--- config.mk ---
export PLATFORM = sky130hd
export DESIGN_NAME = pcdm_port_mux
export DESIGN_NICKNAME = d
export VERILOG_FILES = /design/src/pcdm_pkg.sv /design/src/pcdm_wake.sv /design/src/pcdm_pin_mux.sv /design/src/pcdm_port_mux.sv
export VERILOG_INCLUDE_DIRS = /design/src
export SDC_FILE = /design/constraint.sdc
export NUM_CORES = 1
export LEC_CHECK = 0
export BUFFER_PORTS_ARGS = -buffer_cell sky130_fd_sc_hd__buf_2
export CORE_UTILIZATION = 59
export CTS_CLUSTER_SIZE = 12
export DETAILED_ROUTE_END_ITERATION = 16
export PLACE_DENSITY = 0.9
export SLEW_MARGIN = 10
export SYNTH_ARGS = -nofsm -noshare
export SYNTH_HDL_FRONTEND = slang
export SYNTH_SLANG_ARGS = --single-unit
--- constraint.sdc ---
create_clock -name pclk -period 2.7 [get_ports pclk]
set_input_delay 0.27 -clock pclk [delete_from_list [all_inputs] [get_ports pclk]]
set_output_delay 0.27 -clock pclk [all_outputs]
set_load 0.01 [all_outputs]
--- src/pcdm_map.svh ---
// Register offsets, field positions and reset values of the port pin-function mux.
`ifndef PCDM_MAP_SVH
`define PCDM_MAP_SVH

`define PCDM_ADDR_W 8

// Register byte offsets.
`define PCDM_OFS_PCSEL 8'h00
`define PCDM_OFS_PDSEL_LO 8'h04
`define PCDM_OFS_PDSEL_HI 8'h08
`define PCDM_OFS_PA_DATA 8'h0c
`define PCDM_OFS_PA_DIR 8'h10
`define PCDM_OFS_PA_PIN 8'h14
`define PCDM_OFS_PC_DATA 8'h18
`define PCDM_OFS_PC_DIR 8'h1c
`define PCDM_OFS_PC_PIN 8'h20
`define PCDM_OFS_PD_DATA 8'h24
`define PCDM_OFS_PD_DIR 8'h28
`define PCDM_OFS_PD_PIN 8'h2c
`define PCDM_OFS_WAKE_EN 8'h30
`define PCDM_OFS_WAKE_STAT 8'h34
`define PCDM_OFS_BITOP 8'h38

// Low bit of each two-bit selection field.
`define PCDM_PC7_LSB 6
`define PCDM_PC6_LSB 4
`define PCDM_PC5_LSB 2
`define PCDM_PC4_LSB 0
`define PCDM_PD3_LSB 6
`define PCDM_PD2_LSB 4
`define PCDM_PD1_LSB 2
`define PCDM_PD0_LSB 0
`define PCDM_PD6_LSB 4
`define PCDM_PD5_LSB 2
`define PCDM_PD4_LSB 0

// Reset values and implemented-bit mask.
`define PCDM_SEL_RST 8'h00
`define PCDM_PORT_RST 8'hff
`define PCDM_PDSEL_HI_MASK 8'h3f

// Bit-operation command fields.
`define PCDM_BITOP_BIT_LSB 0
`define PCDM_BITOP_DIR 3
`define PCDM_BITOP_VAL 4
`define PCDM_BITOP_PORT_LSB 5

`endif

--- src/pcdm_pkg.sv ---
// Types shared by the port pin-function mux modules.
package pcdm_pkg;

    typedef enum logic [1:0] {
        PCDM_FSEL_GPIO = 2'h0,
        PCDM_FSEL_ALT1 = 2'h1,
        PCDM_FSEL_ALT2 = 2'h2,
        PCDM_FSEL_ALT3 = 2'h3
    } pcdm_fsel_type;

    // Values and drive enables offered by the peripherals (enables active high).
    typedef struct packed {
        logic sck_o;
        logic sck_oe;
        logic sdata_o;
        logic sdata_oe;
        logic sdo_o;
        logic sdo_oe;
        logic std_timer_out;
        logic periodic_timer_out;
        logic lcd_segment_nine;
        logic lcd_segment_ten;
        logic lcd_segment_eleven;
    } pcdm_periph_out_type;

    // Pad levels handed to the peripherals.
    typedef struct packed {
        logic serial_chip_select_n;
        logic sck_i;
        logic sdata_i;
        logic std_timer_clock_in;
        logic std_timer_capture_in;
    } pcdm_periph_in_type;

    // Analog node switches for the LCD bias and charge pump.
    typedef struct packed {
        logic lcd_bias_node;
        logic pump_cap_node_one;
        logic pump_cap_node_two;
    } pcdm_analog_type;

    // Extracts one two-bit selection field.
    function automatic pcdm_fsel_type pcdm_field(input logic [7:0] r, input int lsb);
        return pcdm_fsel_type'(r[lsb +: 2]);
    endfunction

endpackage

--- src/pcdm_wake.sv ---
// Port A falling-edge wake-up detector.
`timescale 1ns/1ps
`default_nettype none
`include "pcdm_map.svh"

module pcdm_wake
    import pcdm_pkg::*;
(
    // Clock and reset.
    input wire logic pclk,
    input wire logic presetn,
    // Pins and control.
    input wire logic [7:0] pa_pad_in,
    input wire logic [7:0] wake_en,
    input wire logic sleep_mode,
    // Events.
    output logic [7:0] fall_ev,
    output logic wake_req
);
    logic [7:0] prev_ff, nxt_prev, ev_ff, nxt_ev;
    logic wake_ff, nxt_wake;

    // Only enabled pins that go high to low while asleep count as wake events.
    always_comb begin
        nxt_prev = pa_pad_in;
        nxt_ev = sleep_mode ? (prev_ff & ~pa_pad_in & wake_en) : 8'h00;
        nxt_wake = |nxt_ev;
    end

    // Previous level resets high so an idle pulled-up pin causes no event.
    always_ff @(posedge pclk or negedge presetn) begin
        if (!presetn) begin
            prev_ff <= `PCDM_PORT_RST;
            ev_ff <= 8'h00;
            wake_ff <= 1'b0;
        end else begin
            prev_ff <= nxt_prev;
            ev_ff <= nxt_ev;
            wake_ff <= nxt_wake;
        end
    end

    assign fall_ev = ev_ff;
    assign wake_req = wake_ff;
endmodule
`default_nettype wire

--- src/pcdm_pin_mux.sv ---
// Pad routing for port C pins 7..4 and port D pins 6..0.
`timescale 1ns/1ps
`default_nettype none
`include "pcdm_map.svh"

module pcdm_pin_mux
    import pcdm_pkg::*;
(
    // Clock and reset.
    input wire logic pclk,
    input wire logic presetn,
    // Selection and general I/O registers.
    input wire logic [7:0] pc_sel,
    input wire logic [7:0] pd_sel_lo,
    input wire logic [7:0] pd_sel_hi,
    input wire logic [7:0] pc_data,
    input wire logic [7:0] pc_dir,
    input wire logic [7:0] pd_data,
    input wire logic [7:0] pd_dir,
    // Pads, bit 0 of the port C group is pin 4.
    input wire logic [3:0] pc_pad_in,
    input wire logic [6:0] pd_pad_in,
    output logic [3:0] pc_pad_out,
    output logic [3:0] pc_pad_oe_n,
    output logic [6:0] pd_pad_out,
    output logic [6:0] pd_pad_oe_n,
    // Peripheral side.
    input wire pcdm_periph_out_type po,
    output pcdm_periph_in_type pi,
    output pcdm_analog_type an
);
    logic [3:0] c_o_ff, c_oen_ff, nxt_c_o, nxt_c_oen;
    logic [6:0] d_o_ff, d_oen_ff, nxt_d_o, nxt_d_oen;
    pcdm_periph_in_type pi_ff, nxt_pi;
    pcdm_analog_type an_ff, nxt_an;
    pcdm_fsel_type s7, s6, s5, s4, d3, d2, d1, d0, d6, d5, d4;

    // General I/O is the default; a selected function takes the pad over.
    always_comb begin
        s7 = pcdm_field(pc_sel, `PCDM_PC7_LSB);
        s6 = pcdm_field(pc_sel, `PCDM_PC6_LSB);
        s5 = pcdm_field(pc_sel, `PCDM_PC5_LSB);
        s4 = pcdm_field(pc_sel, `PCDM_PC4_LSB);
        d3 = pcdm_field(pd_sel_lo, `PCDM_PD3_LSB);
        d2 = pcdm_field(pd_sel_lo, `PCDM_PD2_LSB);
        d1 = pcdm_field(pd_sel_lo, `PCDM_PD1_LSB);
        d0 = pcdm_field(pd_sel_lo, `PCDM_PD0_LSB);
        d6 = pcdm_field(pd_sel_hi, `PCDM_PD6_LSB);
        d5 = pcdm_field(pd_sel_hi, `PCDM_PD5_LSB);
        d4 = pcdm_field(pd_sel_hi, `PCDM_PD4_LSB);
        nxt_c_o = pc_data[7:4];
        nxt_c_oen = pc_dir[7:4];
        nxt_d_o = pd_data[6:0];
        nxt_d_oen = pd_dir[6:0];
        nxt_an = '0;
        // Chip select is an input to the slave; the pad is released.
        nxt_pi.serial_chip_select_n = (s7 == PCDM_FSEL_ALT1) ? pc_pad_in[3] : 1'b1;
        nxt_pi.std_timer_clock_in = (s7 != PCDM_FSEL_ALT1) & pc_pad_in[3];
        if (s7 == PCDM_FSEL_ALT1) nxt_c_oen[3] = 1'b1;
        if (s6 == PCDM_FSEL_ALT1) begin
            nxt_c_o[2] = po.sck_o;
            nxt_c_oen[2] = ~po.sck_oe;
        end
        if (s5 == PCDM_FSEL_ALT1) begin
            nxt_c_o[1] = po.sdata_o;
            nxt_c_oen[1] = ~po.sdata_oe;
        end
        if (s4 == PCDM_FSEL_ALT1) begin
            nxt_c_o[0] = po.sdo_o;
            nxt_c_oen[0] = ~po.sdo_oe;
        end
        unique case (d3)
            PCDM_FSEL_GPIO: ;
            PCDM_FSEL_ALT1: {nxt_d_o[3], nxt_d_oen[3]} = {po.periodic_timer_out, 1'b0};
            PCDM_FSEL_ALT2: {nxt_d_o[3], nxt_d_oen[3]} = {~po.periodic_timer_out, 1'b0};
            PCDM_FSEL_ALT3: {nxt_d_o[3], nxt_d_oen[3]} = {po.sdata_o, ~po.sdata_oe};
        endcase
        if (d2 == PCDM_FSEL_ALT1) {nxt_d_o[2], nxt_d_oen[2]} = {~po.std_timer_out, 1'b0};
        if (d2 == PCDM_FSEL_ALT2) {nxt_d_o[2], nxt_d_oen[2]} = {po.sck_o, ~po.sck_oe};
        if (d1 == PCDM_FSEL_ALT1) {nxt_d_o[1], nxt_d_oen[1]} = {po.std_timer_out, 1'b0};
        if (d0 == PCDM_FSEL_ALT1) {nxt_d_o[0], nxt_d_oen[0]} = {po.periodic_timer_out, 1'b0};
        nxt_pi.std_timer_capture_in = (d0 != PCDM_FSEL_ALT1) & pd_pad_in[0];
        // Analog nodes switch the digital driver off.
        if (d6 == PCDM_FSEL_ALT1)
            {nxt_d_o[6], nxt_d_oen[6]} = {po.lcd_segment_eleven, 1'b0};
        if (d6 == PCDM_FSEL_ALT2) {nxt_d_oen[6], nxt_an.lcd_bias_node} = 2'h3;
        if (d5 == PCDM_FSEL_ALT1) {nxt_d_o[5], nxt_d_oen[5]} = {po.lcd_segment_ten, 1'b0};
        if (d5 == PCDM_FSEL_ALT2) {nxt_d_oen[5], nxt_an.pump_cap_node_two} = 2'h3;
        if (d4 == PCDM_FSEL_ALT1) {nxt_d_o[4], nxt_d_oen[4]} = {po.lcd_segment_nine, 1'b0};
        if (d4 == PCDM_FSEL_ALT2) {nxt_d_oen[4], nxt_an.pump_cap_node_one} = 2'h3;
        // When a shared line is routed to two pins, port C wins the input.
        if (s6 == PCDM_FSEL_ALT1) nxt_pi.sck_i = pc_pad_in[2];
        else if (d2 == PCDM_FSEL_ALT2) nxt_pi.sck_i = pd_pad_in[2];
        else nxt_pi.sck_i = 1'b1;
        if (s5 == PCDM_FSEL_ALT1) nxt_pi.sdata_i = pc_pad_in[1];
        else if (d3 == PCDM_FSEL_ALT3) nxt_pi.sdata_i = pd_pad_in[3];
        else nxt_pi.sdata_i = 1'b1;
    end

    // Pads reset to inputs with the output latch high.
    always_ff @(posedge pclk or negedge presetn) begin
        if (!presetn) begin
            c_o_ff <= 4'hf;
            c_oen_ff <= 4'hf;
            d_o_ff <= 7'h7f;
            d_oen_ff <= 7'h7f;
            pi_ff <= '1;
            an_ff <= '0;
        end else begin
            c_o_ff <= nxt_c_o;
            c_oen_ff <= nxt_c_oen;
            d_o_ff <= nxt_d_o;
            d_oen_ff <= nxt_d_oen;
            pi_ff <= nxt_pi;
            an_ff <= nxt_an;
        end
    end

    assign pc_pad_out = c_o_ff;
    assign pc_pad_oe_n = c_oen_ff;
    assign pd_pad_out = d_o_ff;
    assign pd_pad_oe_n = d_oen_ff;
    assign pi = pi_ff;
    assign an = an_ff;
endmodule
`default_nettype wire

--- src/pcdm_port_mux.sv ---
// Top of the port C/D pin-function mux with APB registers and port A wake-up.
//
// Our own choices: the address map and the APB interface to the registers.
`timescale 1ns/1ps
`default_nettype none
`include "pcdm_map.svh"

module pcdm_port_mux
    import pcdm_pkg::*;
(
    // Clock and reset.
    input wire logic pclk,
    input wire logic presetn,

    // APB slave.
    input wire logic psel,
    input wire logic penable,
    input wire logic pwrite,
    input wire logic [`PCDM_ADDR_W-1:0] paddr,
    input wire logic [31:0] pwdata,
    output logic [31:0] prdata,
    output logic pready,
    output logic pslverr,

    // Port A pads.
    input wire logic [7:0] pa_pad_in,
    output logic [7:0] pa_pad_out,
    output logic [7:0] pa_pad_oe_n,

    // Port C pins 7..4, bit 0 is pin 4.
    input wire logic [3:0] pc_pad_in,
    output logic [3:0] pc_pad_out,
    output logic [3:0] pc_pad_oe_n,

    // Port D pins 6..0.
    input wire logic [6:0] pd_pad_in,
    output logic [6:0] pd_pad_out,
    output logic [6:0] pd_pad_oe_n,

    // Peripherals.
    input wire pcdm_periph_out_type periph_out,
    output pcdm_periph_in_type periph_in,
    output pcdm_analog_type analog_sel,

    // Power management.
    input wire logic sleep_mode,
    output logic wake_req
);

    // Selection registers.
    logic [7:0] pcsel_ff, nxt_pcsel;
    logic [7:0] pdsel_lo_ff, nxt_pdsel_lo;
    logic [7:0] pdsel_hi_ff, nxt_pdsel_hi;

    // General I/O data and direction registers (direction 1 means input).
    logic [7:0] pa_data_ff, nxt_pa_data, pa_dir_ff, nxt_pa_dir;
    logic [7:0] pc_data_ff, nxt_pc_data, pc_dir_ff, nxt_pc_dir;
    logic [7:0] pd_data_ff, nxt_pd_data, pd_dir_ff, nxt_pd_dir;

    // Wake-up control and sticky status.
    logic [7:0] wake_en_ff, nxt_wake_en, wake_stat_ff, nxt_wake_stat;
    logic [7:0] fall_ev;

    // Port A pad drivers.
    logic [7:0] pa_o_ff, nxt_pa_o, pa_oen_ff, nxt_pa_oen;

    // Bus answer.
    logic [31:0] prdata_ff, nxt_prdata;
    logic pready_ff, nxt_pready, pslverr_ff, nxt_pslverr;

    // Decode helpers.
    logic setup, wr_en, hit;
    logic [7:0] rd, pc_pins, pd_pins, src, res;
    logic [1:0] bop_port;
    logic [2:0] bop_bit;
    logic bop_dir, bop_val;

    // Returns the value with one bit forced to the requested level.
    function automatic logic [7:0] pcdm_bit_put(input logic [7:0] v, input logic [2:0] b,
                                                input logic val);
        logic [7:0] r;

        r = v;
        r[b] = val;
        return r;
    endfunction

    // Pin images of the whole ports; bits outside this block read from the latch.
    assign pc_pins = {pc_pad_in, pc_data_ff[3:0]};
    assign pd_pins = {pd_data_ff[7], pd_pad_in};

    // Transfer phases; the answer is always ready in the first access cycle.
    assign setup = psel & ~penable;
    assign wr_en = psel & penable & pwrite & pready_ff;

    // Bit operation fields.
    assign bop_port = pwdata[`PCDM_BITOP_PORT_LSB +: 2];
    assign bop_bit = pwdata[`PCDM_BITOP_BIT_LSB +: 3];
    assign bop_dir = pwdata[`PCDM_BITOP_DIR];
    assign bop_val = pwdata[`PCDM_BITOP_VAL];

    // Read decode; the address is held from setup through access.
    always_comb begin
        // An unlisted offset answers with an error and reads as zero.
        hit = 1'b1;
        rd = 8'h00;
        case (paddr)
            `PCDM_OFS_PCSEL: rd = pcsel_ff;
            `PCDM_OFS_PDSEL_LO: rd = pdsel_lo_ff;
            `PCDM_OFS_PDSEL_HI: rd = pdsel_hi_ff & `PCDM_PDSEL_HI_MASK;
            `PCDM_OFS_PA_DATA: rd = pa_data_ff;
            `PCDM_OFS_PA_DIR: rd = pa_dir_ff;
            `PCDM_OFS_PA_PIN: rd = pa_pad_in;
            `PCDM_OFS_PC_DATA: rd = pc_data_ff;
            `PCDM_OFS_PC_DIR: rd = pc_dir_ff;
            `PCDM_OFS_PC_PIN: rd = pc_pins;
            `PCDM_OFS_PD_DATA: rd = pd_data_ff;
            `PCDM_OFS_PD_DIR: rd = pd_dir_ff;
            `PCDM_OFS_PD_PIN: rd = pd_pins;
            `PCDM_OFS_WAKE_EN: rd = wake_en_ff;
            `PCDM_OFS_WAKE_STAT: rd = wake_stat_ff;
            `PCDM_OFS_BITOP: rd = 8'h00;
            default: hit = 1'b0;
        endcase
    end

    // Bit operation: the source is the port's pin image or its direction register.
    always_comb begin
        unique case (bop_port)
            2'h0: src = bop_dir ? pa_dir_ff : pa_pad_in;
            2'h1: src = bop_dir ? pc_dir_ff : pc_pins;
            2'h2: src = bop_dir ? pd_dir_ff : pd_pins;
            default: src = 8'h00;
        endcase

        res = pcdm_bit_put(src, bop_bit, bop_val);
    end

    // Register writes and the bus answer.
    always_comb begin
        nxt_pcsel = pcsel_ff;
        nxt_pdsel_lo = pdsel_lo_ff;
        nxt_pdsel_hi = pdsel_hi_ff;
        nxt_pa_data = pa_data_ff;
        nxt_pa_dir = pa_dir_ff;
        nxt_pc_data = pc_data_ff;
        nxt_pc_dir = pc_dir_ff;
        nxt_pd_data = pd_data_ff;
        nxt_pd_dir = pd_dir_ff;
        nxt_wake_en = wake_en_ff;
        nxt_wake_stat = wake_stat_ff;

        // Zero wait states: the answer stands in the first access cycle only.
        nxt_pready = setup;
        nxt_pslverr = setup & ~hit;
        nxt_prdata = (setup & ~pwrite & hit) ? {24'h000000, rd} : 32'h00000000;

        // A write lands only at the access edge that sees pready, so exactly once.
        if (wr_en) begin
            case (paddr)
                `PCDM_OFS_PCSEL: nxt_pcsel = pwdata[7:0];
                `PCDM_OFS_PDSEL_LO: nxt_pdsel_lo = pwdata[7:0];
                `PCDM_OFS_PDSEL_HI: nxt_pdsel_hi = pwdata[7:0] & `PCDM_PDSEL_HI_MASK;
                `PCDM_OFS_PA_DATA: nxt_pa_data = pwdata[7:0];
                `PCDM_OFS_PA_DIR: nxt_pa_dir = pwdata[7:0];
                `PCDM_OFS_PC_DATA: nxt_pc_data = pwdata[7:0];
                `PCDM_OFS_PC_DIR: nxt_pc_dir = pwdata[7:0];
                `PCDM_OFS_PD_DATA: nxt_pd_data = pwdata[7:0];
                `PCDM_OFS_PD_DIR: nxt_pd_dir = pwdata[7:0];
                `PCDM_OFS_WAKE_EN: nxt_wake_en = pwdata[7:0];
                `PCDM_OFS_WAKE_STAT: nxt_wake_stat = wake_stat_ff & ~pwdata[7:0];
                `PCDM_OFS_BITOP: begin
                    // The whole byte is written back, so other output latches
                    // may pick up pin levels; a known cost of whole-port writes.
                    unique case ({bop_port, bop_dir})
                        3'h0: nxt_pa_data = res;
                        3'h1: nxt_pa_dir = res;
                        3'h2: nxt_pc_data = res;
                        3'h3: nxt_pc_dir = res;
                        3'h4: nxt_pd_data = res;
                        3'h5: nxt_pd_dir = res;
                        default: ;
                    endcase
                end
                default: ;
            endcase
        end

        // A new falling edge beats a clear in the same cycle.
        nxt_wake_stat = nxt_wake_stat | fall_ev;
    end

    // Port A pads follow the latch and direction registers.
    always_comb begin
        nxt_pa_o = pa_data_ff;
        nxt_pa_oen = pa_dir_ff;
    end

    // Register stage for all control state.
    always_ff @(posedge pclk or negedge presetn) begin
        if (!presetn) begin
            pcsel_ff <= `PCDM_SEL_RST;
            pdsel_lo_ff <= `PCDM_SEL_RST;
            pdsel_hi_ff <= `PCDM_SEL_RST;

            pa_data_ff <= `PCDM_PORT_RST;
            pa_dir_ff <= `PCDM_PORT_RST;
            pc_data_ff <= `PCDM_PORT_RST;
            pc_dir_ff <= `PCDM_PORT_RST;
            pd_data_ff <= `PCDM_PORT_RST;
            pd_dir_ff <= `PCDM_PORT_RST;

            // Wake-up stays off until software enables a pin.
            wake_en_ff <= 8'h00;
            wake_stat_ff <= 8'h00;

            // Port A pads come up released, with the latch high.
            pa_o_ff <= `PCDM_PORT_RST;
            pa_oen_ff <= `PCDM_PORT_RST;

            prdata_ff <= 32'h00000000;
            pready_ff <= 1'b0;
            pslverr_ff <= 1'b0;
        end else begin
            pcsel_ff <= nxt_pcsel;
            pdsel_lo_ff <= nxt_pdsel_lo;
            pdsel_hi_ff <= nxt_pdsel_hi;

            pa_data_ff <= nxt_pa_data;
            pa_dir_ff <= nxt_pa_dir;
            pc_data_ff <= nxt_pc_data;
            pc_dir_ff <= nxt_pc_dir;
            pd_data_ff <= nxt_pd_data;
            pd_dir_ff <= nxt_pd_dir;

            wake_en_ff <= nxt_wake_en;
            wake_stat_ff <= nxt_wake_stat;

            pa_o_ff <= nxt_pa_o;
            pa_oen_ff <= nxt_pa_oen;

            prdata_ff <= nxt_prdata;
            pready_ff <= nxt_pready;
            pslverr_ff <= nxt_pslverr;
        end
    end

    // Pin routing for ports C and D; pads start as inputs latched high.
    pcdm_pin_mux u_mux (
        .pclk(pclk),
        .presetn(presetn),
        .pc_sel(pcsel_ff),
        .pd_sel_lo(pdsel_lo_ff),
        .pd_sel_hi(pdsel_hi_ff),
        .pc_data(pc_data_ff),
        .pc_dir(pc_dir_ff),
        .pd_data(pd_data_ff),
        .pd_dir(pd_dir_ff),
        .pc_pad_in(pc_pad_in),
        .pd_pad_in(pd_pad_in),
        .pc_pad_out(pc_pad_out),
        .pc_pad_oe_n(pc_pad_oe_n),
        .pd_pad_out(pd_pad_out),
        .pd_pad_oe_n(pd_pad_oe_n),
        .po(periph_out),
        .pi(periph_in),
        .an(analog_sel)
    );

    // Port A wake-up detector.
    pcdm_wake u_wake (
        .pclk(pclk),
        .presetn(presetn),
        .pa_pad_in(pa_pad_in),
        .wake_en(wake_en_ff),
        .sleep_mode(sleep_mode),
        .fall_ev(fall_ev),
        .wake_req(wake_req)
    );

    // Every output comes straight from a flip-flop.
    assign pa_pad_out = pa_o_ff;
    assign pa_pad_oe_n = pa_oen_ff;
    assign prdata = prdata_ff;
    assign pready = pready_ff;
    assign pslverr = pslverr_ff;
endmodule
`default_nettype wire

==> summary.txt, run 1 <==
Status
  – Outcome: finished, final reports clean

Setup path
  – Critical path class: in -> reg
  – CP startpoint: paddr[1]
  – Worst r2r src: pready$_DFF_PN0_
  – Critical Path End Type: register
  – Maximum fanout along the worst path: 10
  – WP data required: 3.04 ns
  – CP arrival: 2.34 ns
  – Worst setup SP type: primary input

Synth
  – Ys flop type: dfstp_2
  – Post-synthesis instance total: 687
  – Cell Area, Synth: 0.00767 mm2
  – Post-synthesis cell type count: 67
  – Yosys top cell area share: 33.9%
  – Largest area contributor in the netlist: dfstp_2
  – Number of enable flip-flop cells after synthesis: 0
  – Ranking of synthesized cells by area: dfstp_2 (34%), dfrtp_1 (20%), mux2_2 (9.4%)
  – Register bit total from synthesis: 159
  – Ys async rst share: 100%
  – Syn avg cell area: 11.2 um2
  – Sequential area share after synthesis: 53.5%
  – Yosys warns: 0

Die
  – Core Rows: 41
  – Die area: 0.0135 mm2
  – Core area: 0.0126 mm2
  – Initial core utilization: 60.8%
  – IO Count: 157
  – Die width: 116 um
  – Die Y: 116 um

Worst hold path
  – Worst hold path startpoint: periph_out[9]
  – Min-Delay Path Class: in -> reg

Route
  – Number of DRC markers in iteration 0: 795
  – Routed wire length: 25.4 mm
  – TritonRoute pass-1 iters: 6
  – DRT antenna net count: 0
  – WL/cell: 25.2 um
  – DRC: 0
  – Vias/cell: 6.43
  – Via Count: 6493

GRT
  – Total track usage: 39.6%
  – Grt met3 use: 12.5%
  – Vias in the first global route: 6360
  – Initial antenna violation count: 0
  – Met1 GRT Util: 51.1%
  – Met2 Usage GRT: 60.5%
  – First-pass GRT wire length: 37.5 mm
  – Maximum number of pins on one net before global-route repair: 62
  – Gr ovfl total: 0
  – Gr busiest metal: met2

CTS
  – H-Tree Depth: 4
  – CTS buffer count: 17
  – CTS max path bufs: 2
  – Clock Sinks: 159
  – Root Buffer: clkbuf_16
  – CTS tree: done
  – Clock-pin slew on the worst setup and hold paths: 0.07 ns
  – Clk_lat worst skew: 0.44 ns

Placement
  – PortBufs: 108
  – DP Worst Slack: 0.260 ns
  – Routability congestion estimate: 0.960
  – DP Wirelength: 18.2 mm
  – Placed cells: 968

Final layout
  – Fin nets: 901
  – Number of antenna diodes: 0
  – Cell Count, Final, Fillers Out: 1010
  – Share of cells above drive strength 1: 43.4%
  – Layout area overhead: 19.7%
  – Most common cell after layout, fill and taps aside: buf_2
  – Most frequent cells in the layout: buf_2 (107), dfstp_2 (99), nand2_1 (74)

Timing
  – Final cycle utilization of the critical path: 74.2%
  – Final worst setup slack: 0.696 ns
  – RSZ-0062 raised after global routing: no
  – Pins Over Slew Limit: 0
  – Final Hold Viols: 0
  – Worst rel slew slack: 49.5%
  – Fin crit period: 2.00 ns
  – Clock skew: 0.0132 ns
  – Max Freq: 0.499 GHz
  – Worst-Margin Slew: 0.752 ns
  – Setup tns final: 0 ns
  – Setup violations, final: 0
  – Hold slack: 0.000860 ns

Power
  – VDD IR-drop max: 461 uV
  – Leak: 4.10 nW
  – PwrDens: 569 mW/mm2

Job
  – Maxcap violations: 0
cells by family after synthesis:
kind of cell | synth area share (%)
flops | 53.5
other cells | 0.0489
compound gates | 14.6
mux | 11.8
simple gates | 14.5
buf+inv | 5.48
state kept, by name, summed over array words and instances, names as in the netlist, 3 cells and up:
signal	count
u_mux.an	3
pcsel_ff	8
u_mux.pc_pad_oe_n	4
u_wake.prev_ff	8
wake_en_ff	8
nxt_pa_oen	8
u_wake.fall_ev	8
pc_dir_ff	8
u_mux.pd_pad_oe_n	7
prdata	8
pc_data_ff	8
u_mux.pc_pad_out	4
u_mux.pi	5
pa_pad_oe_n	8
nxt_pa_o	8
pdsel_hi_ff	6
pd_data_ff	8
pdsel_lo_ff	8
u_mux.pd_pad_out	7
pa_pad_out	8
wake_stat_ff	8
pd_dir_ff	8
critical path, stage by stage:
cell and delay [ns]:
buf_2 0.16, or4b_1 0.78, a211oi_1 0.47, o221ai_1 0.18
o21ai_0 0.30, mux2i_1 0.18
routing by layer:
| metal | up-vias | wire [um] |
|---|---|---|
| met5 | - | 0 |
| met4 | 0 | 1130 |
| met3 | 106 | 2870 |
| met2 | 466 | 11700 |
| met1 | 3176 | 9750 |
| li1 | 2745 | - |
synthesized netlist by cell type (all sizes together) (3+ instances only):
cell type and count:
clkbuf 22, and4 3, a22oi 17, dfstp 99
mux2i 12, buf 44, and4b 8, nor4b 5
nor2b 12, nand3b 4, a221o 9, nor3 6
o22ai 9, mux2 64, nand2b 10, a211oi 4
nor4 9, dfrtp 60, mux4 3, nand3 15
inv 11, and2 5, a221oi 7, nand4 7
o21ai 46, a21o 9, a21oi 24, nor2 34
a22o 6, nand2 74, a31oi 15
area by class of cell:
type                    instances  area, um2
repair buffers                162       1000
multi-input cells             473       3230
well taps                     172        215
fillers                       884       3440
inverters                      12       45.0
flip-flops and latches        159       4100
clock inverters                10       98.8
clock buffers                  22        485
per-stage QoR:
step / power, mW / area, um2 / util [%]
6_report: 5.23 / 9180 / 72.7
5_1_grt: 5.34 / 9180 / 72.7
4_1_cts: 5.22 / 9180 / 72.7
3_5_place_dp: 2.86 / 8500 / 67.3
3_3_place_gp: 2.85 / 8500 / 67.3
2_1_floorplan: 2.68 / 7750 / -
repair_timing:
| item | in CTS | in global routing |
|---|---|---|
| hold endpoints to repair | 45 | 0 |
| resized for setup | 0 | 0 |
| hold buffers | 10 | 0 |
| setup buffers | 0 | 0 |
final timing paths:
| check | endpoint | slack, ns | cells after the start |
|---|---|---|---|
| max | pd_data_ff[4]$_DFFE_PN1P_ | 0.70 | 6 |
| min | u_mux.pd_pad_oe_n[2]$_DFF_PN1_ | 0.0009 | 2 |
| max reg2reg | pc_data_ff[2]$_DFFE_PN1P_ | 0.71 | 4 |
| min reg2reg | pa_pad_out[1]$_DFF_PN1_ | 0.37 | 0 |
| max in group asynchronous | pa_pad_oe_n[6]$_DFF_PN1_ | 1.47 | 3 |
| min in group asynchronous | wake_stat_ff[0]$_DFF_PN0_ | 0.39 | 2 |
power by group:
part | switching, mW | internal, mW | total (mW)
Combinational | 0.271 | 0.134 | 0.405
Sequential | 0.0145 | 2.42 | 2.44
Clock | 1.00 | 1.38 | 2.38
Total | 1.29 | 3.94 | 5.23
No activity file was read; power rests on OpenSTA's default activity.
==> run 2, diff against run 1 <==
--- a/config.mk
+++ b/config.mk
@@ -6,11 +6,12 @@
 export SDC_FILE = /design/constraint.sdc
 export NUM_CORES = 1
 export LEC_CHECK = 0
+export ABC_AREA = 1
 export BUFFER_PORTS_ARGS = -buffer_cell sky130_fd_sc_hd__buf_2
-export CORE_UTILIZATION = 59
+export CORE_UTILIZATION = 56
 export CTS_CLUSTER_SIZE = 12
 export DETAILED_ROUTE_END_ITERATION = 16
-export PLACE_DENSITY = 0.9
+export PLACE_DENSITY = 0.86
 export SLEW_MARGIN = 10
 export SYNTH_ARGS = -nofsm -noshare
 export SYNTH_HDL_FRONTEND = slang
==> constraint.sdc (replaced) <==
create_clock -name pclk -period 1.9 [get_ports pclk]
set_input_delay 0.19 -clock pclk [delete_from_list [all_inputs] [get_ports pclk]]
set_output_delay 0.19 -clock pclk [all_outputs]
set_load 0.01 [all_outputs]
==> summary.txt, run 2 <==
Status
  – Outcome: finished, final reports clean

Route
  – WL/cell: 19.0 um (-25%)
  – Routed wire length: 24.8 mm (-2.3%)
  – TritonRoute pass-1 iters: 7 (+1)
  – Vias/cell: 5.87 (-8.7%)
  – DRC: 0 (unchanged)
  – DRT antenna net count: 0 (unchanged)
  – Number of DRC markers in iteration 0: 1101 (+38%)
  – Via Count: 7699 (+19%)

Setup path
  – CP startpoint: penable
  – CP max stage cell: dlygate4sd3_1
  – Crit-path cells: dlygate4sd3_1 -> buf_2 -> nand2_1 -> nor2_1 -> buf_4 -> inv_1 -> a21oi_2 -> buf_4 -> nand3_1 -> nand2_1
  – CP arrival: 2.07 ns (-0.27 ns)
  – WP data required: 2.28 ns (-0.76 ns)
  – CP delay by family, top: buffers and inverters
  – Worst setup SP type: primary input
  – Worst r2r src: pc_dir_ff[4]$_DFFE_PN1P_
  – Critical path class: in -> reg
  – Maximum fanout along the worst path: 11 (+1)
  – End point of the critical path: pd_data_ff[5]$_DFFE_PN1P_
  – Max incr delay on CP: 0.52 ns (-0.26 ns)
  – Critical Path End Type: register
  – CP bufs+invs: 5 (+4)
  – R2R depth: 6 (+2)
  – Stages on the worst setup path: 10 (+4)
  – End of the worst register-to-register path: nxt_pa_oen[4]$_DFFE_PN1P_
  – R2R Setup Slk: 0.31 ns (-0.40 ns)

Synth
  – Mux cell area share after synthesis: 0.708% (-11 points)
  – Post-synth top cells: nand2_1 (275), nand3_1 (158), dfstp_2 (99)
  – Ys async rst share: 100% (unchanged)
  – Ys flop type: dfstp_2
  – Post-synthesis instance total: 978 (+42%)
  – Synth Area in Compound Gates: 7.99% (-6.6 points)
  – Largest area contributor in the netlist: dfstp_2
  – XOR/XNOR Fraction of Synth Area: 0% (unchanged)
  – Most numerous cell in the Yosys netlist: nand2_1
  – Ranking of synthesized cells by area: dfstp_2 (33%), dfrtp_1 (19%), nand2_1 (13%)
  – Sequential area share after synthesis: 51.6% (-1.9 points)
  – Number of enable flip-flop cells after synthesis: 0 (unchanged)
  – Synth Area in Simple Gates: 31.5% (+17 points)
  – Syn avg cell area: 8.13 um2 (-27%)
  – Yosys warns: 0 (unchanged)
  – Adder-Cell Fraction of Synth Area: 0% (unchanged)
  – Largest family of logic cells by synthesized area: simple AND/OR/NAND/NOR gates
  – Register bit total from synthesis: 159 (unchanged)
  – Cell Area, Synth: 0.00795 mm2 (+3.7%)
  – Yosys top cell area share: 32.7% (-1.2 points)
  – Post-synthesis cell type count: 34 (-49%)

Die
  – Die area: 0.0147 mm2 (+9.1%)
  – Core area: 0.0139 mm2 (+10%)
  – Core Rows: 43 (+4.9%)
  – Die Y: 121 um (+4.5%)
  – IO Count: 157 (unchanged)
  – Initial core utilization: 57.3% (-3.5 points)
  – Die width: 121 um (+4.5%)

CTS
  – Root Buffer: clkbuf_16
  – Clock-pin slew on the worst setup and hold paths: 0.07 ns (about the same)
  – Clock Sinks: 159 (unchanged)
  – Postcts setup bufs: 0 (unchanged)
  – CTS tree: done
  – CTS buffer count: 17 (unchanged)
  – H-Tree Depth: 4 (unchanged)
  – CTS max path bufs: 2 (unchanged)
  – Clk_lat worst skew: 0.43 ns (about the same)

GRT
  – Met1 GRT Util: 47.7% (-3.4 points)
  – Gr busiest metal: met2
  – Vias in the first global route: 7025 (+10%)
  – Grt met3 use: 6.72% (-5.8 points)
  – Initial antenna violation count: 0 (unchanged)
  – First-pass GRT wire length: 38.0 mm (+1.3%)
  – Gr ovfl total: 0 (unchanged)
  – Met2 Usage GRT: 54.4% (-6.1 points)
  – Total track usage: 35.3% (-4.3 points)
  – Maximum number of pins on one net before global-route repair: 48 (-23%)

Timing
  – Clock skew: 0.00858 ns (-0.00464 ns)
  – Final worst setup slack: 0.214 ns (-0.482 ns)
  – Setup tns final: 0 ns (unchanged)
  – Worst rel slew slack: 62.5% (+13 points)
  – Pins Over Slew Limit: 0 (unchanged)
  – Final cycle utilization of the critical path: 88.7%
  – Final Hold Viols: 0 (unchanged)
  – RSZ-0062 raised after global routing: no
  – Max Freq: 0.593 GHz
  – Fin crit period: 1.69 ns
  – Setup violations, final: 0 (unchanged)
  – Hold slack: 0.0116 ns (+0.0107 ns)
  – Worst-Margin Slew: 0.562 ns (-0.191 ns)

Placement
  – PortBufs: 108 (unchanged)
  – Routability congestion estimate: 1.03 (+6.9%)
  – DP Worst Slack: 0.106 ns (-0.154 ns)
  – DP Wirelength: 17.9 mm (-1.8%)

Final layout
  – Fin util: 68.5% (-4.3 points)
  – Layout area overhead: 19.6%
  – Number of antenna diodes: 0 (unchanged)
  – Share of cells above drive strength 1: 27.6% (-16 points)
  – Most common cell after layout, fill and taps aside: nand2_1
  – Most frequent cells in the layout: nand2_1 (275), nand3_1 (158), buf_2 (107)
  – Fin nets: 1194 (+33%)

Power
  – PwrDens: 791 mW/mm2 (+39%)
  – Leak: 4.66 nW (+13%)
  – VDD IR-drop max: 603 uV (+31%)

Job
  – Maxcap violations: 0 (unchanged)

Worst hold path
  – Min-Delay Path Class: in -> reg
-- run 2: changes by cell type after synthesis, sizes merged, moves of 17 or more --
cell,before,now
nor2,34,106
mux2,64,5
inv,11,68
a22oi,17,0
nand3,15,162
nand2,74,280
o21ai,46,82
-- run 2: worst min path at each step --
stage,startpoint,end,slack [ns],depth (start not counted)
after floorplan,presetn,pcsel_ff[0]$_DFFE_PN0P_,-0.11,0
after global placement,presetn,wake_stat_ff[7]$_DFF_PN0_,0.14,1
after detailed placement,presetn,pslverr$_DFF_PN0_,0.14,1
after CTS,psel,pready$_DFF_PN0_,0.004,3
after global routing,periph_out[8],u_mux.pc_pad_out[1]$_DFF_PN1_,0.02,2
final,periph_out[4],u_mux.pd_pad_out[1]$_DFF_PN1_,0.01,3
-- run 2: kinds of logic (layout without fill, tap and decap cells) --
kind of cell    Yosys count  in the layout
flops                   159            159
mux                       5              5
other cells               1             24
compound gates          114            114
simple gates            572            572
buf+inv                 127            257
-- run 2: through the flow --
stage          instances  power, mW  area (um2)
5_1_grt             1311       7.70        9510
6_report            1311       7.52        9510
3_3_place_gp        1260       4.00        8710
3_5_place_dp        1260       4.01        8710
4_1_cts             1311       7.52        9510
2_1_floorplan       1001       3.78        8040
-- run 2: layout make-up --
type	instances	area, um2
Inverter	68	258
Clock buffer	21	482
Sequential cell	159	4100
Tap cell	180	225
Multi-Input combinational cell	715	3290
Clock inverter	11	128
Fill cell	1102	4370
Timing Repair Buffer	157	1020
-- run 2: worst register-to-register path, stage by stage (launching register included) --
cell,delay [ns]
dfstp_2,0.59
a21oi_1,0.08
o21ai_0,0.29
nor2_1,0.08
nand2_1,0.21
nand3_1,0.18
nand2_1,0.10
-- run 2: routing by layer --
metal / part of all wire [%] / vias up
li1: - / 3425
met1: 39 / 3658
met2: 46 / 523
met3: 11 / 93
met4: 4.3 / 0
met5: 0 / -
-- run 2: repair_timing --
item                                   in CTS  in global routing
resized for setup                           0                  0
endpoints found under the hold margin      40                  0
hold buffers                               19                  0
-- run 2: where the power goes --
group	switching (mW)	leakage (nW)	internal, mW
sequential	0.0187	1.82	3.45
combinational	0.372	2.54	0.165
clock	1.42	0.299	2.09
total	1.81	4.66	5.70
==> run 3, diff against run 2 <==
--- a/config.mk
+++ b/config.mk
@@ -8,10 +8,13 @@
 export LEC_CHECK = 0
 export ABC_AREA = 1
 export BUFFER_PORTS_ARGS = -buffer_cell sky130_fd_sc_hd__buf_2
-export CORE_UTILIZATION = 56
+export CELL_PAD_IN_SITES_DETAIL_PLACEMENT = 2
+export CELL_PAD_IN_SITES_GLOBAL_PLACEMENT = 2
+export CORE_UTILIZATION = 32
 export CTS_CLUSTER_SIZE = 12
 export DETAILED_ROUTE_END_ITERATION = 16
-export PLACE_DENSITY = 0.86
+export GPL_TIMING_DRIVEN = 0
+export PLACE_DENSITY = 0.84
 export SLEW_MARGIN = 10
 export SYNTH_ARGS = -nofsm -noshare
 export SYNTH_HDL_FRONTEND = slang
==> summary.txt, run 3 (synthesized netlist as in run 2, its figures left out) <==
Placement
  – DP Wirelength: 25.3 mm (+42%)
  – Placed cell area: 0.00901 mm2 (+3.5%)
  – PortBufs: 106 (-1.9%)
  – Routability congestion estimate: 0.950 (-7.4%)

Final layout
  – Final instance area: 0.00979 mm2 (+3.0%)
  – FILL cells: 2837 (+160%)
  – Number of antenna diodes: 0 (unchanged)
  – Most common cell after layout, fill and taps aside: nand2_1
  – Share of cells above drive strength 1: 28.8% (+1.3 points)
  – Fin nets: 1221 (+2.3%)
  – Layout area overhead: 23.2%
  – Fin util: 40.3% (-28 points)
  – Most frequent cells in the layout: nand2_1 (275), nand3_1 (158), buf_2 (120)

Job
  – Maxcap violations: 0 (unchanged)

Timing
  – Worst rel slew slack: 43.1% (-19 points)
  – RSZ-0062 raised after global routing: no
  – Max Freq: 0.580 GHz (-2.2%)
  – Setup tns final: 0 ns (unchanged)
  – Final Hold Viols: 0 (unchanged)
  – Hold slack: 0.00656 ns (-0.00503 ns)
  – Setup violations, final: 0 (unchanged)
  – Final cycle utilization of the critical path: 90.7% (+2.0 points)
  – Pins Over Slew Limit: 0 (unchanged)
  – Fin crit period: 1.72 ns (+0.0376 ns)
  – Worst-Margin Slew: 0.854 ns (+0.292 ns)
  – Clock skew: 0.00834 ns (-0.000244 ns)

Power
  – PwrDens: 780 mW/mm2 (-1.3%)
  – Psw: 2.01 mW (+11%)
  – Leak: 4.76 nW (+2.2%)
  – Sequential fraction of design power: 45.4% (-0.7 points)
  – Clock Power Share: 46.7% (about the same)
  – Switching share of power: 26.4% (+2.2 points)
  – Logic gate share of total power: 7.9% (+0.8 points)
  – P_int: 5.63 mW (-1.4%)
  – Tot Pwr: 7.64 mW (+1.6%)
  – VDD IR-drop max: 551 uV (-8.6%)

Route
  – WL/cell: 23.2 um (+22%)
  – Via Count: 7823 (+1.6%)
  – DRC: 0 (unchanged)
  – DRT antenna net count: 0 (unchanged)
  – TritonRoute pass-1 iters: 4 (-3)
  – Vias/cell: 5.28 (-10%)
  – Routed wire length: 34.3 mm (+38%)
  – Number of DRC markers in iteration 0: 423 (-62%)

Setup path
  – Worst setup SP type: register
  – WP data required: 2.27 ns (about the same)
  – Maximum fanout along the worst path: 10 (-1)
  – Critical path class: reg -> reg
  – CP arrival: 2.10 ns (+0.03 ns)
  – Critical Path End Type: register

Die
  – Core area: 0.0243 mm2 (+75%)
  – IO Count: 157 (unchanged)
  – Die Y: 160 um (+32%)
  – Die area: 0.0255 mm2 (+74%)
  – Die width: 160 um (+32%)
  – Initial core utilization: 32.7% (-25 points)
  – Core Rows: 57 (+33%)

Status
  – Outcome: finished, final reports clean

GRT
  – Maximum number of pins on one net before global-route repair: 99 (+110%)
  – Vias in the first global route: 8480 (+21%)
  – First-pass GRT wire length: 52.7 mm (+38%)
  – Total track usage: 28.0% (-7.4 points)
  – Gr ovfl total: 0 (unchanged)
  – Initial antenna violation count: 0 (unchanged)

CTS
  – Clock Sinks: 159 (unchanged)
  – Root Buffer: clkbuf_16
  – H-Tree Depth: 4 (unchanged)
  – CTS buffer count: 17 (unchanged)
  – CTS max path bufs: 2 (unchanged)
  – CTS tree: done
  – Clk_lat worst skew: 0.44 ns (about the same)
  – Clock-pin slew on the worst setup and hold paths: 0.07 ns (about the same)

Worst hold path
  – Min-Delay Path Class: in -> reg
[run 3: cell count changes in the layout (fill, tap and decap cells not counted), sizes merged]
cell	before	now
clkbuf	21	27
buf	138	159
clkinv	6	3
dlygate4sd3	19	18
inv	70	75
bufinv	2	1
[run 3: cell type report]
class	instances	area (um2)	share of cell area, %
sequential	159	4100	41.9
multi-input combinational	715	3290	33.6
timing repair buffer	125	748	7.64
clock buffer	20	479	4.89
tap	324	405	4.14
buffer	59	390	3.99
inverter	68	258	2.63
clock inverter	12	120	1.23
[run 3: path summary, 6_finish.rpt]
check                                                from  cells past startpoint                             to  slack, ns
worst max register to register           pready$_DFF_PN0_                      8      pc_data_ff[6]$_DFFE_PN1P_       0.18
worst min-delay path                       periph_out[10]                      3  u_mux.pd_pad_out[2]$_DFF_PN1_      0.007
max in group asynchronous                         presetn                      3      pd_data_ff[0]$_DFFE_PN1P_       0.70
worst max-delay path                     pready$_DFF_PN0_                      8      pc_data_ff[6]$_DFFE_PN1P_       0.18
min in group asynchronous                         presetn                      2      wake_stat_ff[6]$_DFF_PN0_       0.28
worst min register to register  nxt_pa_oen[0]$_DFFE_PN1P_                      0       pa_pad_oe_n[0]$_DFF_PN1_       0.37
[run 3: metal layers]
layer	GRT usage, %	share of wire, %	up-vias
met3	3.19	4.1	56
met2	46.8	48	248
met4	11.7	3.4	0
met1	36.7	44	4038
li1	-	-	3481
met5	0	0	-
[run 3: worst max-delay path, stage by stage, from the launching register on]
cell     delay [ns]
dfrtp_1        0.34
nand2_1        0.06
nor2_1         0.15
buf_4          0.28
nand3_1        0.12
nor2_2         0.28
inv_1          0.24
nand2_1        0.13
nand2_1        0.06
[run 3: power groups by stage]
stage / Sequential (mW) / Clock, mW / Combinational (mW)
after floorplan: 3.52 / 0 / 0.258
after global placement: 3.52 / 0 / 0.541
after detailed placement: 3.52 / 0 / 0.562
after CTS: 3.47 / 3.63 / 0.597
after global routing: 3.47 / 3.72 / 0.651
final: 3.47 / 3.57 / 0.603
[run 3: metrics by stage]
step / instances / setup slack, ns
global route: 1482 / 0.0345
CTS: 1482 / 0.0125
finish: 1482 / 0.176
floorplan: 1001 / 0.571
global placement: 1431 / -1.79
detailed placement: 1432 / -0.206
[run 3: timing repair]
action                     4_1_cts  5_1_grt
gates resized for setup          0        1
hold buffers                    18        0
buffers inserted                 0        0
setup endpoints to repair        0        8
hold endpoints to repair        45        0
